## src/verilog/usb_dma_pkg.sv

```systemverilog
// constants and types shared by the endpoint receive dma
package usb_dma_pkg;
   localparam int DATA_W = 8;
   localparam int SIZE_W = 16;
   localparam int ADDR_W = 32;
   localparam int FIFO_DEPTH = 8;
   localparam logic [SIZE_W-1:0] SIZE_RST = 16'h0000;
   localparam logic [ADDR_W-1:0] ADDR_RST = 32'h0000_0000;
   localparam logic [SIZE_W-1:0] CNT_STEP = 16'h0001;
   localparam logic [ADDR_W-1:0] ADDR_STEP = 32'h0000_0001;
   typedef enum logic [1:0] {
      ST_IDLE = 2'h0,
      ST_ACTIVE = 2'h1,
      ST_DONE = 2'h3
   } dma_state_t;
endpackage : usb_dma_pkg

```

## src/verilog/rx_fifo.sv

```systemverilog
// flip-flop fifo with valid/ready on both sides
`timescale 1ns/1ps
module rx_fifo #(
   parameter int WIDTH = 9,
   parameter int DEPTH = 8
) (
   // clock and reset
   input wire logic clk_i,
   input wire logic reset_n_i,
   // fill side
   input wire logic in_valid_i,
   output logic in_ready_o,
   input wire logic [WIDTH-1:0] in_data_i,
   // drain side
   output logic out_valid_o,
   input wire logic out_ready_i,
   output logic [WIDTH-1:0] out_data_o
);
   localparam int PW = $clog2(DEPTH);

   initial begin
      if (DEPTH < 2 || (1 << PW) != DEPTH) begin
         $error("rx_fifo depth must be a power of two, at least 2");
      end
   end

   typedef struct packed {
      logic [DEPTH-1:0][WIDTH-1:0] mem;
      logic [PW:0] wr;
      logic [PW:0] rd;
   } fifo_state_t;

   fifo_state_t s_ff;
   fifo_state_t nxt_s;
   logic full;
   logic empty;

   assign full = (s_ff.wr[PW] != s_ff.rd[PW]) && (s_ff.wr[PW-1:0] == s_ff.rd[PW-1:0]);
   assign empty = (s_ff.wr == s_ff.rd);
   assign in_ready_o = !full;
   assign out_valid_o = !empty;
   assign out_data_o = s_ff.mem[s_ff.rd[PW-1:0]];

   always_comb begin
      nxt_s = s_ff;
      if (in_valid_i && !full) begin
         nxt_s.mem[s_ff.wr[PW-1:0]] = in_data_i;
         nxt_s.wr = s_ff.wr + 1'b1;
      end
      if (out_ready_i && !empty) begin
         nxt_s.rd = s_ff.rd + 1'b1;
      end
   end

   always_ff @(posedge clk_i or negedge reset_n_i) begin
      if (!reset_n_i) begin
         s_ff <= '0;
      end else begin
         s_ff <= nxt_s;
      end
   end
endmodule : rx_fifo

```

## src/verilog/usb_endpoint_dma.sv

```systemverilog
// receive-side endpoint dma with aggregated and per-packet interrupt modes
`timescale 1ns/1ps
// Overview of operation
// - size setting defines next aggregated transfer length
// - new packet accepted only when fifo empty
// - aggregated mode: one interrupt per transfer
// - per-packet mode: interrupt every packet
// - isochronous forces per-packet interrupts
module usb_endpoint_dma #(
   parameter int DATA_W = usb_dma_pkg::DATA_W,
   parameter int SIZE_W = usb_dma_pkg::SIZE_W,
   parameter int ADDR_W = usb_dma_pkg::ADDR_W,
   parameter int FIFO_DEPTH = usb_dma_pkg::FIFO_DEPTH
) (
   // clock and reset
   input wire logic clk_i,
   input wire logic reset_n_i,
   // software setup
   input wire logic start_i,
   input wire logic agg_mode_i,
   input wire logic iso_i,
   input wire logic [usb_dma_pkg::SIZE_W-1:0] xfer_size_i,
   input wire logic [usb_dma_pkg::ADDR_W-1:0] base_addr_i,
   // status
   output logic irq_o,
   output logic busy_o,
   output logic done_o,
   output logic [usb_dma_pkg::SIZE_W-1:0] byte_count_o,
   // received packet stream from usb side
   input wire logic usb_valid_i,
   output logic usb_ready_o,
   input wire logic [usb_dma_pkg::DATA_W-1:0] usb_data_i,
   input wire logic usb_last_i,
   // memory write port
   output logic mem_valid_o,
   input wire logic mem_ready_i,
   output logic [usb_dma_pkg::ADDR_W-1:0] mem_addr_o,
   output logic [usb_dma_pkg::DATA_W-1:0] mem_data_o
);
   import usb_dma_pkg::*;

   initial begin
      if (DATA_W != usb_dma_pkg::DATA_W || SIZE_W != usb_dma_pkg::SIZE_W
          || ADDR_W != usb_dma_pkg::ADDR_W || FIFO_DEPTH < 2) begin
         $error("usb_endpoint_dma parameters not supported");
      end
   end

   typedef struct packed {
      dma_state_t st;
      logic agg;
      logic [SIZE_W-1:0] size;
      logic [SIZE_W-1:0] cnt;
      logic [ADDR_W-1:0] addr;
      logic in_pkt;
      logic irq;
      logic mem_valid;
      logic [DATA_W-1:0] mem_data;
      logic [ADDR_W-1:0] mem_addr;
      logic mem_last;
   } dma_regs_t;

   dma_regs_t s_ff;
   dma_regs_t nxt_s;

   logic f_in_ready;
   logic f_out_valid;
   logic f_out_ready;
   logic [DATA_W:0] f_out_data;
   logic push;
   logic pop;
   logic mem_hs;
   logic fin;
   logic active;

   function automatic logic [SIZE_W-1:0] cnt_inc(input logic [SIZE_W-1:0] c);
      cnt_inc = c + CNT_STEP;
   endfunction : cnt_inc

   rx_fifo #(
      .WIDTH(DATA_W + 1),
      .DEPTH(FIFO_DEPTH)
   ) u_fifo (
      .clk_i(clk_i),
      .reset_n_i(reset_n_i),
      .in_valid_i(push),
      .in_ready_o(f_in_ready),
      .in_data_i({usb_last_i, usb_data_i}),
      .out_valid_o(f_out_valid),
      .out_ready_i(f_out_ready),
      .out_data_o(f_out_data)
   );

   assign active = (s_ff.st == ST_ACTIVE);
   // new packet only into an empty fifo
   assign usb_ready_o = active && f_in_ready && (s_ff.in_pkt || !f_out_valid);
   assign push = usb_valid_i && usb_ready_o;
   assign mem_hs = s_ff.mem_valid && mem_ready_i;
   assign fin = mem_hs && s_ff.agg && (cnt_inc(s_ff.cnt) == s_ff.size);
   assign f_out_ready = active && (!s_ff.mem_valid || mem_ready_i) && !fin;
   assign pop = f_out_ready && f_out_valid;

   always_comb begin
      nxt_s = s_ff;
      nxt_s.irq = 1'b0;
      case (s_ff.st)
         ST_IDLE, ST_DONE: begin
            if (start_i) begin
               nxt_s.st = ST_ACTIVE;
               nxt_s.agg = agg_mode_i && !iso_i;
               nxt_s.size = xfer_size_i;
               nxt_s.cnt = SIZE_RST;
               nxt_s.addr = base_addr_i;
               nxt_s.in_pkt = 1'b0;
            end
         end
         default: begin
         end
      endcase
      if (push) begin
         nxt_s.in_pkt = !usb_last_i;
      end
      if (mem_hs) begin
         nxt_s.mem_valid = 1'b0;
         nxt_s.cnt = cnt_inc(s_ff.cnt);
         if (fin) begin
            nxt_s.irq = 1'b1;
            nxt_s.st = ST_DONE;
         end else if (!s_ff.agg && s_ff.mem_last) begin
            nxt_s.irq = 1'b1;
         end
      end
      if (pop) begin
         nxt_s.mem_valid = 1'b1;
         nxt_s.mem_data = f_out_data[DATA_W-1:0];
         nxt_s.mem_last = f_out_data[DATA_W];
         nxt_s.mem_addr = s_ff.addr;
         nxt_s.addr = s_ff.addr + ADDR_STEP;
      end
   end

   always_ff @(posedge clk_i or negedge reset_n_i) begin
      if (!reset_n_i) begin
         s_ff <= '{st: ST_IDLE, size: SIZE_RST, cnt: SIZE_RST, addr: ADDR_RST,
                   mem_addr: ADDR_RST, default: '0};
      end else begin
         s_ff <= nxt_s;
      end
   end

   assign irq_o = s_ff.irq;
   assign busy_o = active;
   assign done_o = (s_ff.st == ST_DONE);
   assign byte_count_o = s_ff.cnt;
   assign mem_valid_o = s_ff.mem_valid;
   assign mem_addr_o = s_ff.mem_addr;
   assign mem_data_o = s_ff.mem_data;
endmodule : usb_endpoint_dma

```

## config.mk

```make
export PLATFORM = sky130hd
export DESIGN_NAME = usb_endpoint_dma
export DESIGN_NICKNAME = d
export VERILOG_FILES = /design/src/verilog/usb_dma_pkg.sv /design/src/verilog/rx_fifo.sv /design/src/verilog/usb_endpoint_dma.sv
export SDC_FILE = /design/constraint.sdc
export NUM_CORES = 1
export LEC_CHECK = 0
export ABC_AREA = 1
export BUFFER_PORTS_ARGS = -buffer_cell sky130_fd_sc_hd__buf_2
export CAP_MARGIN = 10
export CORE_UTILIZATION = 50
export CTS_CLUSTER_DIAMETER = 50
export CTS_CLUSTER_SIZE = 40
export DETAILED_ROUTE_END_ITERATION = 12
export PLACE_DENSITY = 0.7
export SLEW_MARGIN = 20
export SYNTH_ARGS = -nofsm -noshare
export SYNTH_HDL_FRONTEND = slang
export SYNTH_SLANG_ARGS = --single-unit
```

## constraint.sdc

```tcl
create_clock -name clk_i -period 5.4 [get_ports clk_i]
set_input_delay 0.54 -clock clk_i [delete_from_list [all_inputs] [get_ports clk_i]]
set_output_delay 0.54 -clock clk_i [all_outputs]
set_load 0.02 [all_outputs]
```

* Yosys cells after proc, flatten, opt, wreduce, memory -nomap -nowiden
Cells that the tools add are included.
Word-level totals: bits in registers 191, bits of input ports 64, output and inout port bits 61, word-level logic and storage cells 86
Cells by class: $add $sub $neg 4, order comparisons 3, equal/unequal tests 6, muxes and demuxes 16, reductions and logical operators 36
Operator list (number):
- 68-bit two-way mux | 2
- 72-bit bitwise mux | 1
- 42-bit two-way mux | 1
- 32-bit by 1-bit adder with 32-bit output (second input constant) | 1
- 32-bit two-way mux | 1
- 9-bit binary-select mux with 3-bit select | 1
- 9-bit demux with 3-bit select | 1
- 9-bit two-way mux | 2
- 16-bit by 1-bit adder with 16-bit output (second input constant) | 1
- 16-bit equality test | 1
- 16-bit two-way mux | 1
- 1-bit logical AND | 14
- 2-bit nonzero test | 7
- 4-bit by 1-bit adder with 4-bit output (second input constant) | 2
- 3-bit by 4-bit less-than comparator with 1-bit output (second input constant) | 2
- 2-bit AND reduction | 4
- 1-bit logical NOT | 7
- 2-bit two-way mux | 3
- 4-bit equality test | 1
- 3-bit equality test | 1
- 3-bit by 1-bit >= comparator with 1-bit output (second input constant) | 1
- 1-bit two-way mux | 3
- 2-bit by 1-bit equality test with 1-bit output (second input constant) | 1
- 2-bit equality test (second input constant) | 1
- other kinds (4) | 5

* Depth between registers and ports, before layout
depth after elaboration 8, mapped depth 17

* Cells and area by module
Synthesis repeated with hierarchy kept, for this count alone.
Second synthesis, totals: cells, all modules 1440, area total of the unflattened synthesis 11038.1 µm²
By module, submodules not included:
- usb_endpoint_dma | instances 1, cells each 916, area an instance 6723.9 µm², seq. area each 2777.7 µm²
- rx_fifo | instances 1, cells each 524, area an instance 4314.1 µm², seq. area each 2001.9 µm²

* Worst setup path before layout
OpenSTA, ideal clock, no wires.
path kind reg-to-reg, from register u_fifo.s_ff[5] in the netlist's numbering, to register u_fifo.s_ff[15] in the netlist's numbering, setup time 125 ps, data arrival time 2037 ps, required time 5275 ps, setup slack 3238 ps, cell stages (with the launch flop) 15, path buffers 3, clock period less this slack 2162 ps, path through dfrtp_1 -> buf_6 -> inv_2 -> nand2_1 -> nand4_1 -> nor2_1 -> nand2_1 -> a21boi_2 -> nand2_2 -> inv_2 -> buf_12 -> nand4_4 -> buf_4 -> nand2_1 -> o21ai_1
On the way: word-level cells in the longest chain between the ends 7
RTL lines:
- start: declaration | line rx_fifo.sv:33 | fifo_state_t s_ff;
- start signal: assignment | line rx_fifo.sv:59 | s_ff <= nxt_s;
- 3-bit equality test | line rx_fifo.sv:38 | assign full = (s_ff.wr[PW] != s_ff.rd[PW]) && (s_ff.wr[PW-1:0] == s_ff.rd[PW-1:0]);
- 1-bit logical AND | line rx_fifo.sv:38
- 1-bit logical NOT | line rx_fifo.sv:40 | assign in_ready_o = !full;
- 1-bit logical AND | line usb_endpoint_dma.sv:96 | assign usb_ready_o = active && f_in_ready && (s_ff.in_pkt || !f_out_valid);
- 1-bit logical AND (*) | line usb_endpoint_dma.sv:96
- net usb_ready_o | line usb_endpoint_dma.sv:31 | output logic usb_ready_o,
- 1-bit logical AND (*) | line usb_endpoint_dma.sv:97 | assign push = usb_valid_i && usb_ready_o;
- 1-bit logical AND (*) | line rx_fifo.sv:46 | if (in_valid_i && !full) begin
Mark *: on every way through the listed nets, which the timed path passes. The rest lies on a longest branch. A chain may end at the register's enable or synchronous reset.

* Final worst setup path
from register u_fifo.s_ff[1] in the netlist's numbering, to register u_fifo.s_ff[57] in the netlist's numbering
On the way: word-level cells in the longest chain between the ends 7
RTL lines (line):
- 3-bit equality test | rx_fifo.sv:38
- 1-bit logical AND | rx_fifo.sv:38
- 1-bit logical NOT | rx_fifo.sv:40, rx_fifo.sv:46
- 1-bit logical AND (2 in a row) | usb_endpoint_dma.sv:96
- 1-bit logical AND | usb_endpoint_dma.sv:97
- 1-bit logical AND (*) | rx_fifo.sv:46
Mark *: on every way between the ends. The rest lies on a longest branch, timed or not.

==> results.txt <==
The first global-routing pass estimated 41,960 um of wire. Buffers inserted to repair hold after CTS numbered 0. The clock share of power came out at 0.176. The core region is 0.02023 mm2.

The final clock period utilization by the worst path came out at 0.5712. The worst pin sits at a relative slew slack of 0.4336. Setup violations remaining at the end of the flow were counted as 0. The post-synthesis simple-gate area fraction came out at 0.2796.

The area share of fa/ha/maj cells after synthesis is 0.007272. The actual transition at the worst max-transition pin is 0.8496 ns. For the worst-skew pair, the clock arrives at the later sink with an insertion delay of 0.43 ns. The gate count of the mapped netlist is 1,287. The number of pins with negative max-slew slack in the final report is 0. The number of iterations in the first detailed-routing pass came out at 5. The final count of hold timing violations is 0.

The portion of the post-synthesis area used by sequential elements is 0.4630. Data on the critical path is required at its endpoint by 5.71 ns. The number of warnings reported in the yosys synthesis log came out at 0. The floorplan has 52 rows. The number of non-filler instances in the completed layout is 1,607. The synthesized design spends more area on one cell type than any other, namely sky130_fd_sc_hd__dfrtp_1. The synthesized netlist net count came out at 1,357. The initial standard-cell utilization of the core is 0.5102. The number of buffers inserted by post-CTS setup repair is 0. The worst setup path is captured at a flop. The cell-internal power is 3.878 mW.

The number of antenna diodes in the final layout is 0. After global routing the overflow that remains totals 0. The cell sitting at the root of the clock tree is a sky130_fd_sc_hd__clkbuf_16. The maximum fanout along the worst path came out at 22.

In the routed design, unresolved DRC markers number 0. The power density over the cells is 637.8 mW/mm2. The final-layout fill cell count came out at 1,908. TritonCTS built the clock tree. The H-tree depth reported by CTS is 4. Measured along the x axis, the die boundary spans 145.7 um. The critical setup path kind is flop to flop.

Of the post-synthesis cell area, the dominant cell type holds 0.4630. The worst slack at placement came out at 2.177 ns. After synthesis, the netlist uses 36 different library cells. STA classifies the critical path startpoint as a flop. The overall die area came out at 0.02123 mm2. The flow ran to the end, and the final reports show no timing, DRC or antenna violations. Max-cap violations in this run came to 0. The count of buffers inserted at the top-level ports came out at 124. The aggregate routed wire length is 25,330 um. For this run, the share of the core covered by cells in the final layout is 0.5523. After synthesis, the share of cell area in mux cells is 0. The clock buffer count from CTS is 17. The fraction of power consumed by combinational cells came out at 0.460. The data arrival time at the worst-slack endpoint came out at 3.39 ns. The number of antenna violations at the first check in global routing came out at 0. The average instance in the mapped netlist occupies 8.021 um2. The synthesized netlist occupies a cell area of 0.01032 mm2.

The clock skew after layout came out at 0.008146 ns. The number of sinks driven by the clock tree came out at 191. After detailed placement, the design holds a cell count of 1,576. The routed layout has 8,556 vias. The placer congestion estimate is 0.9187. The maximum count of clock buffers along a single path came out at 2. The overall global routing resource usage came out at 0.2472.

The share of total power dissipated in sequential elements is 0.364. The die is 145.7 um tall. The post-layout minimum cycle time came out at 3.085 ns. The number of top-level pins came out at 125. The maximum number of pins on one net before global-route repair is 107. Detailed placement finished with a half-perimeter wire length of 16,410 um. Summed over all failing endpoints, the final setup total negative slack is 0 ns. Summed over all nets, the switching power comes to 3.250 mW. The switching part of the total came out at 0.4560. In the final design database the tool counted 1,395 nets. The leakage power of the design is 5.420 nW. The largest voltage drop on the vdd net came out at 0.4576 mV.

The number of global-route vias before repair is 8,155. Yosys attributes the largest share of cell area to sky130_fd_sc_hd__dfrtp_1 46%, sky130_fd_sc_hd__nand2_1 16%, sky130_fd_sc_hd__nand3_1 4.6%. Setup slack closes at 2.315 ns.

Dividing the detail-routed wire length by the instance count gives 15.76 um. Setup repair after global routing left no endpoint under its margin. The area added between synthesis and finish came out at 8.253%. The remaining antenna violation count came out at 0. The number of register bits inferred by synthesis came out at 191.

After synthesis, the largest family of logic cells by area is simple AND/OR/NAND/NOR gates. The share of final-layout standard cells stronger than drive strength 1 came out at 0.1399. The violation count after the first detailed-route iteration is 761. The kind of path behind the tightest hold check is primary input to async pin.

The XOR/XNOR share of the synthesized area is 0.03781. The count of instances resized after the clock tree is built is 0. After detailed routing, the number of vias per cell comes to 5.324. The clock transition at the registers of the reported paths came out at 0.07 ns.

The post-synthesis compound-gate area fraction came to 0.1040. The highest clock frequency the design can meet is 324.2 MHz.
-- registers in the layout (all words and copies together) (netlist names) --
| signal | flops |
|---|---|
| byte_count_o | 16 |
| irq_o | 1 |
| mem_addr_o | 32 |
| mem_data_o | 8 |
| mem_valid_o | 1 |
| s_ff | 53 |
| u_fifo.s_ff | 80 |
-- final cells by class --
class / instances / area (um2) / share of cell area
clock buffers: 22 / 464.2 / 0.04154
well taps: 270 / 337.8 / 0.03023
multi-input cells: 893 / 4444 / 0.3977
flip-flops and latches: 191 / 4780 / 0.4277
clock inverters: 9 / 108.9 / 0.009740
repair buffers: 135 / 711.9 / 0.06370
inverters: 87 / 329.1 / 0.02944
-- power groups by stage --
stage / clock [mW] / sequential (mW) / combinational, mW
final: 1.25 / 2.59 / 3.28
after global routing: 1.32 / 2.67 / 3.72
after CTS: 1.27 / 2.59 / 3.30
after detailed placement: 0 / 2.60 / 3.28
after global placement: 0 / 2.60 / 3.19
after floorplan: 0 / 2.43 / 2.93
-- cell usage after synthesis, drive strengths merged --
cell type,n
nor3,16
ha,6
o22ai,9
xnor3,1
a221oi,18
clkbuf,31
nor4,1
a21oi,38
buf,85
a21boi,1
nand2,446
o211ai,9
nand3b,20
xor2,34
inv,84
nor2,47
xnor2,8
dfrtp,191
o21ai,118
clkinv,3
nand3,97
nand4,22
and2,1
nor3b,1
-- metrics by stage --
| step | cell area [um2] | hold WS (ns) | power, mW |
|---|---|---|---|
| after floorplan | 10320 | 0.2444 | 5.355 |
| after global placement | 10600 | 0.4618 | 5.792 |
| after detailed placement | 10600 | 0.4616 | 5.887 |
| after CTS | 11180 | 0.2537 | 7.158 |
| after global routing | 11180 | 0.3016 | 7.708 |
| final | 11180 | 0.2211 | 7.128 |
-- routing by layer --
layer / up-vias / wire length [um] / GRT usage
li1: 4224 / - / -
met4: 0 / 297 / 0.06263
met5: - / 0 / 0
met1: 4086 / 11640 / 0.3487
met3: 21 / 1303 / 0.03762
met2: 225 / 12090 / 0.4000
-- critical path, stage by stage (launching register included) --
cell and delay (ns):
sky130_fd_sc_hd__dfrtp_1 0.33, sky130_fd_sc_hd__buf_4 0.30, sky130_fd_sc_hd__inv_1 0.43, sky130_fd_sc_hd__nand2_1 0.16, sky130_fd_sc_hd__nand4_1 0.13, sky130_fd_sc_hd__nor2_1 0.23
sky130_fd_sc_hd__nand2_1 0.10, sky130_fd_sc_hd__a21boi_2 0.22, sky130_fd_sc_hd__nand2_2 0.12, sky130_fd_sc_hd__inv_2 0.31, sky130_fd_sc_hd__nand4_4 0.37, sky130_fd_sc_hd__nand2_1 0.17
sky130_fd_sc_hd__o21ai_1 0.08
-- cell families (layout without fill, tap and decap cells) --
family                   count (synthesis)  count (layout)
XOR/XNOR                                43              43
adder cells (fa/ha/maj)                  6               6
AND/OR/NAND/NOR                        651             651
flip-flops                             191             191
buffers and inverters                  203             253
AO/OA/AOI/OAI                          193             193
-- cells in the final DEF, fill, tap and decap left out, types with 9 or more instances in the layout --
cell type                     n
sky130_fd_sc_hd__nand2_1    443
sky130_fd_sc_hd__dfrtp_1    191
sky130_fd_sc_hd__buf_2      123
sky130_fd_sc_hd__nand3_1     95
sky130_fd_sc_hd__o21ai_1     83
sky130_fd_sc_hd__inv_1       80
sky130_fd_sc_hd__nor2_1      42
sky130_fd_sc_hd__a21oi_1     37
sky130_fd_sc_hd__o21ai_0     35
sky130_fd_sc_hd__xor2_1      34
sky130_fd_sc_hd__nand3b_1    20
sky130_fd_sc_hd__a221oi_1    18
sky130_fd_sc_hd__clkbuf_16   17
sky130_fd_sc_hd__nor3_1      16
sky130_fd_sc_hd__nand4_1     14
sky130_fd_sc_hd__buf_4       11
sky130_fd_sc_hd__o22ai_1      9
sky130_fd_sc_hd__o211ai_1     9
-- worst paths after layout --
kind                                         to  slack [ns]  cells after the start           start
worst min register to register   mem_addr_o[27]        0.48                      2  mem_addr_o[27]
max in group asynchronous       u_fifo.s_ff[34]        4.02                      2       reset_n_i
worst max register to register  u_fifo.s_ff[57]        2.32                     12  u_fifo.s_ff[1]
worst min-delay path             mem_addr_o[17]        0.22                      1       reset_n_i
worst max-delay path            u_fifo.s_ff[57]        2.32                     12  u_fifo.s_ff[1]
min in group clk_i                     s_ff[96]        0.30                      3  xfer_size_i[4]
(Power assumes the default switching activity.)
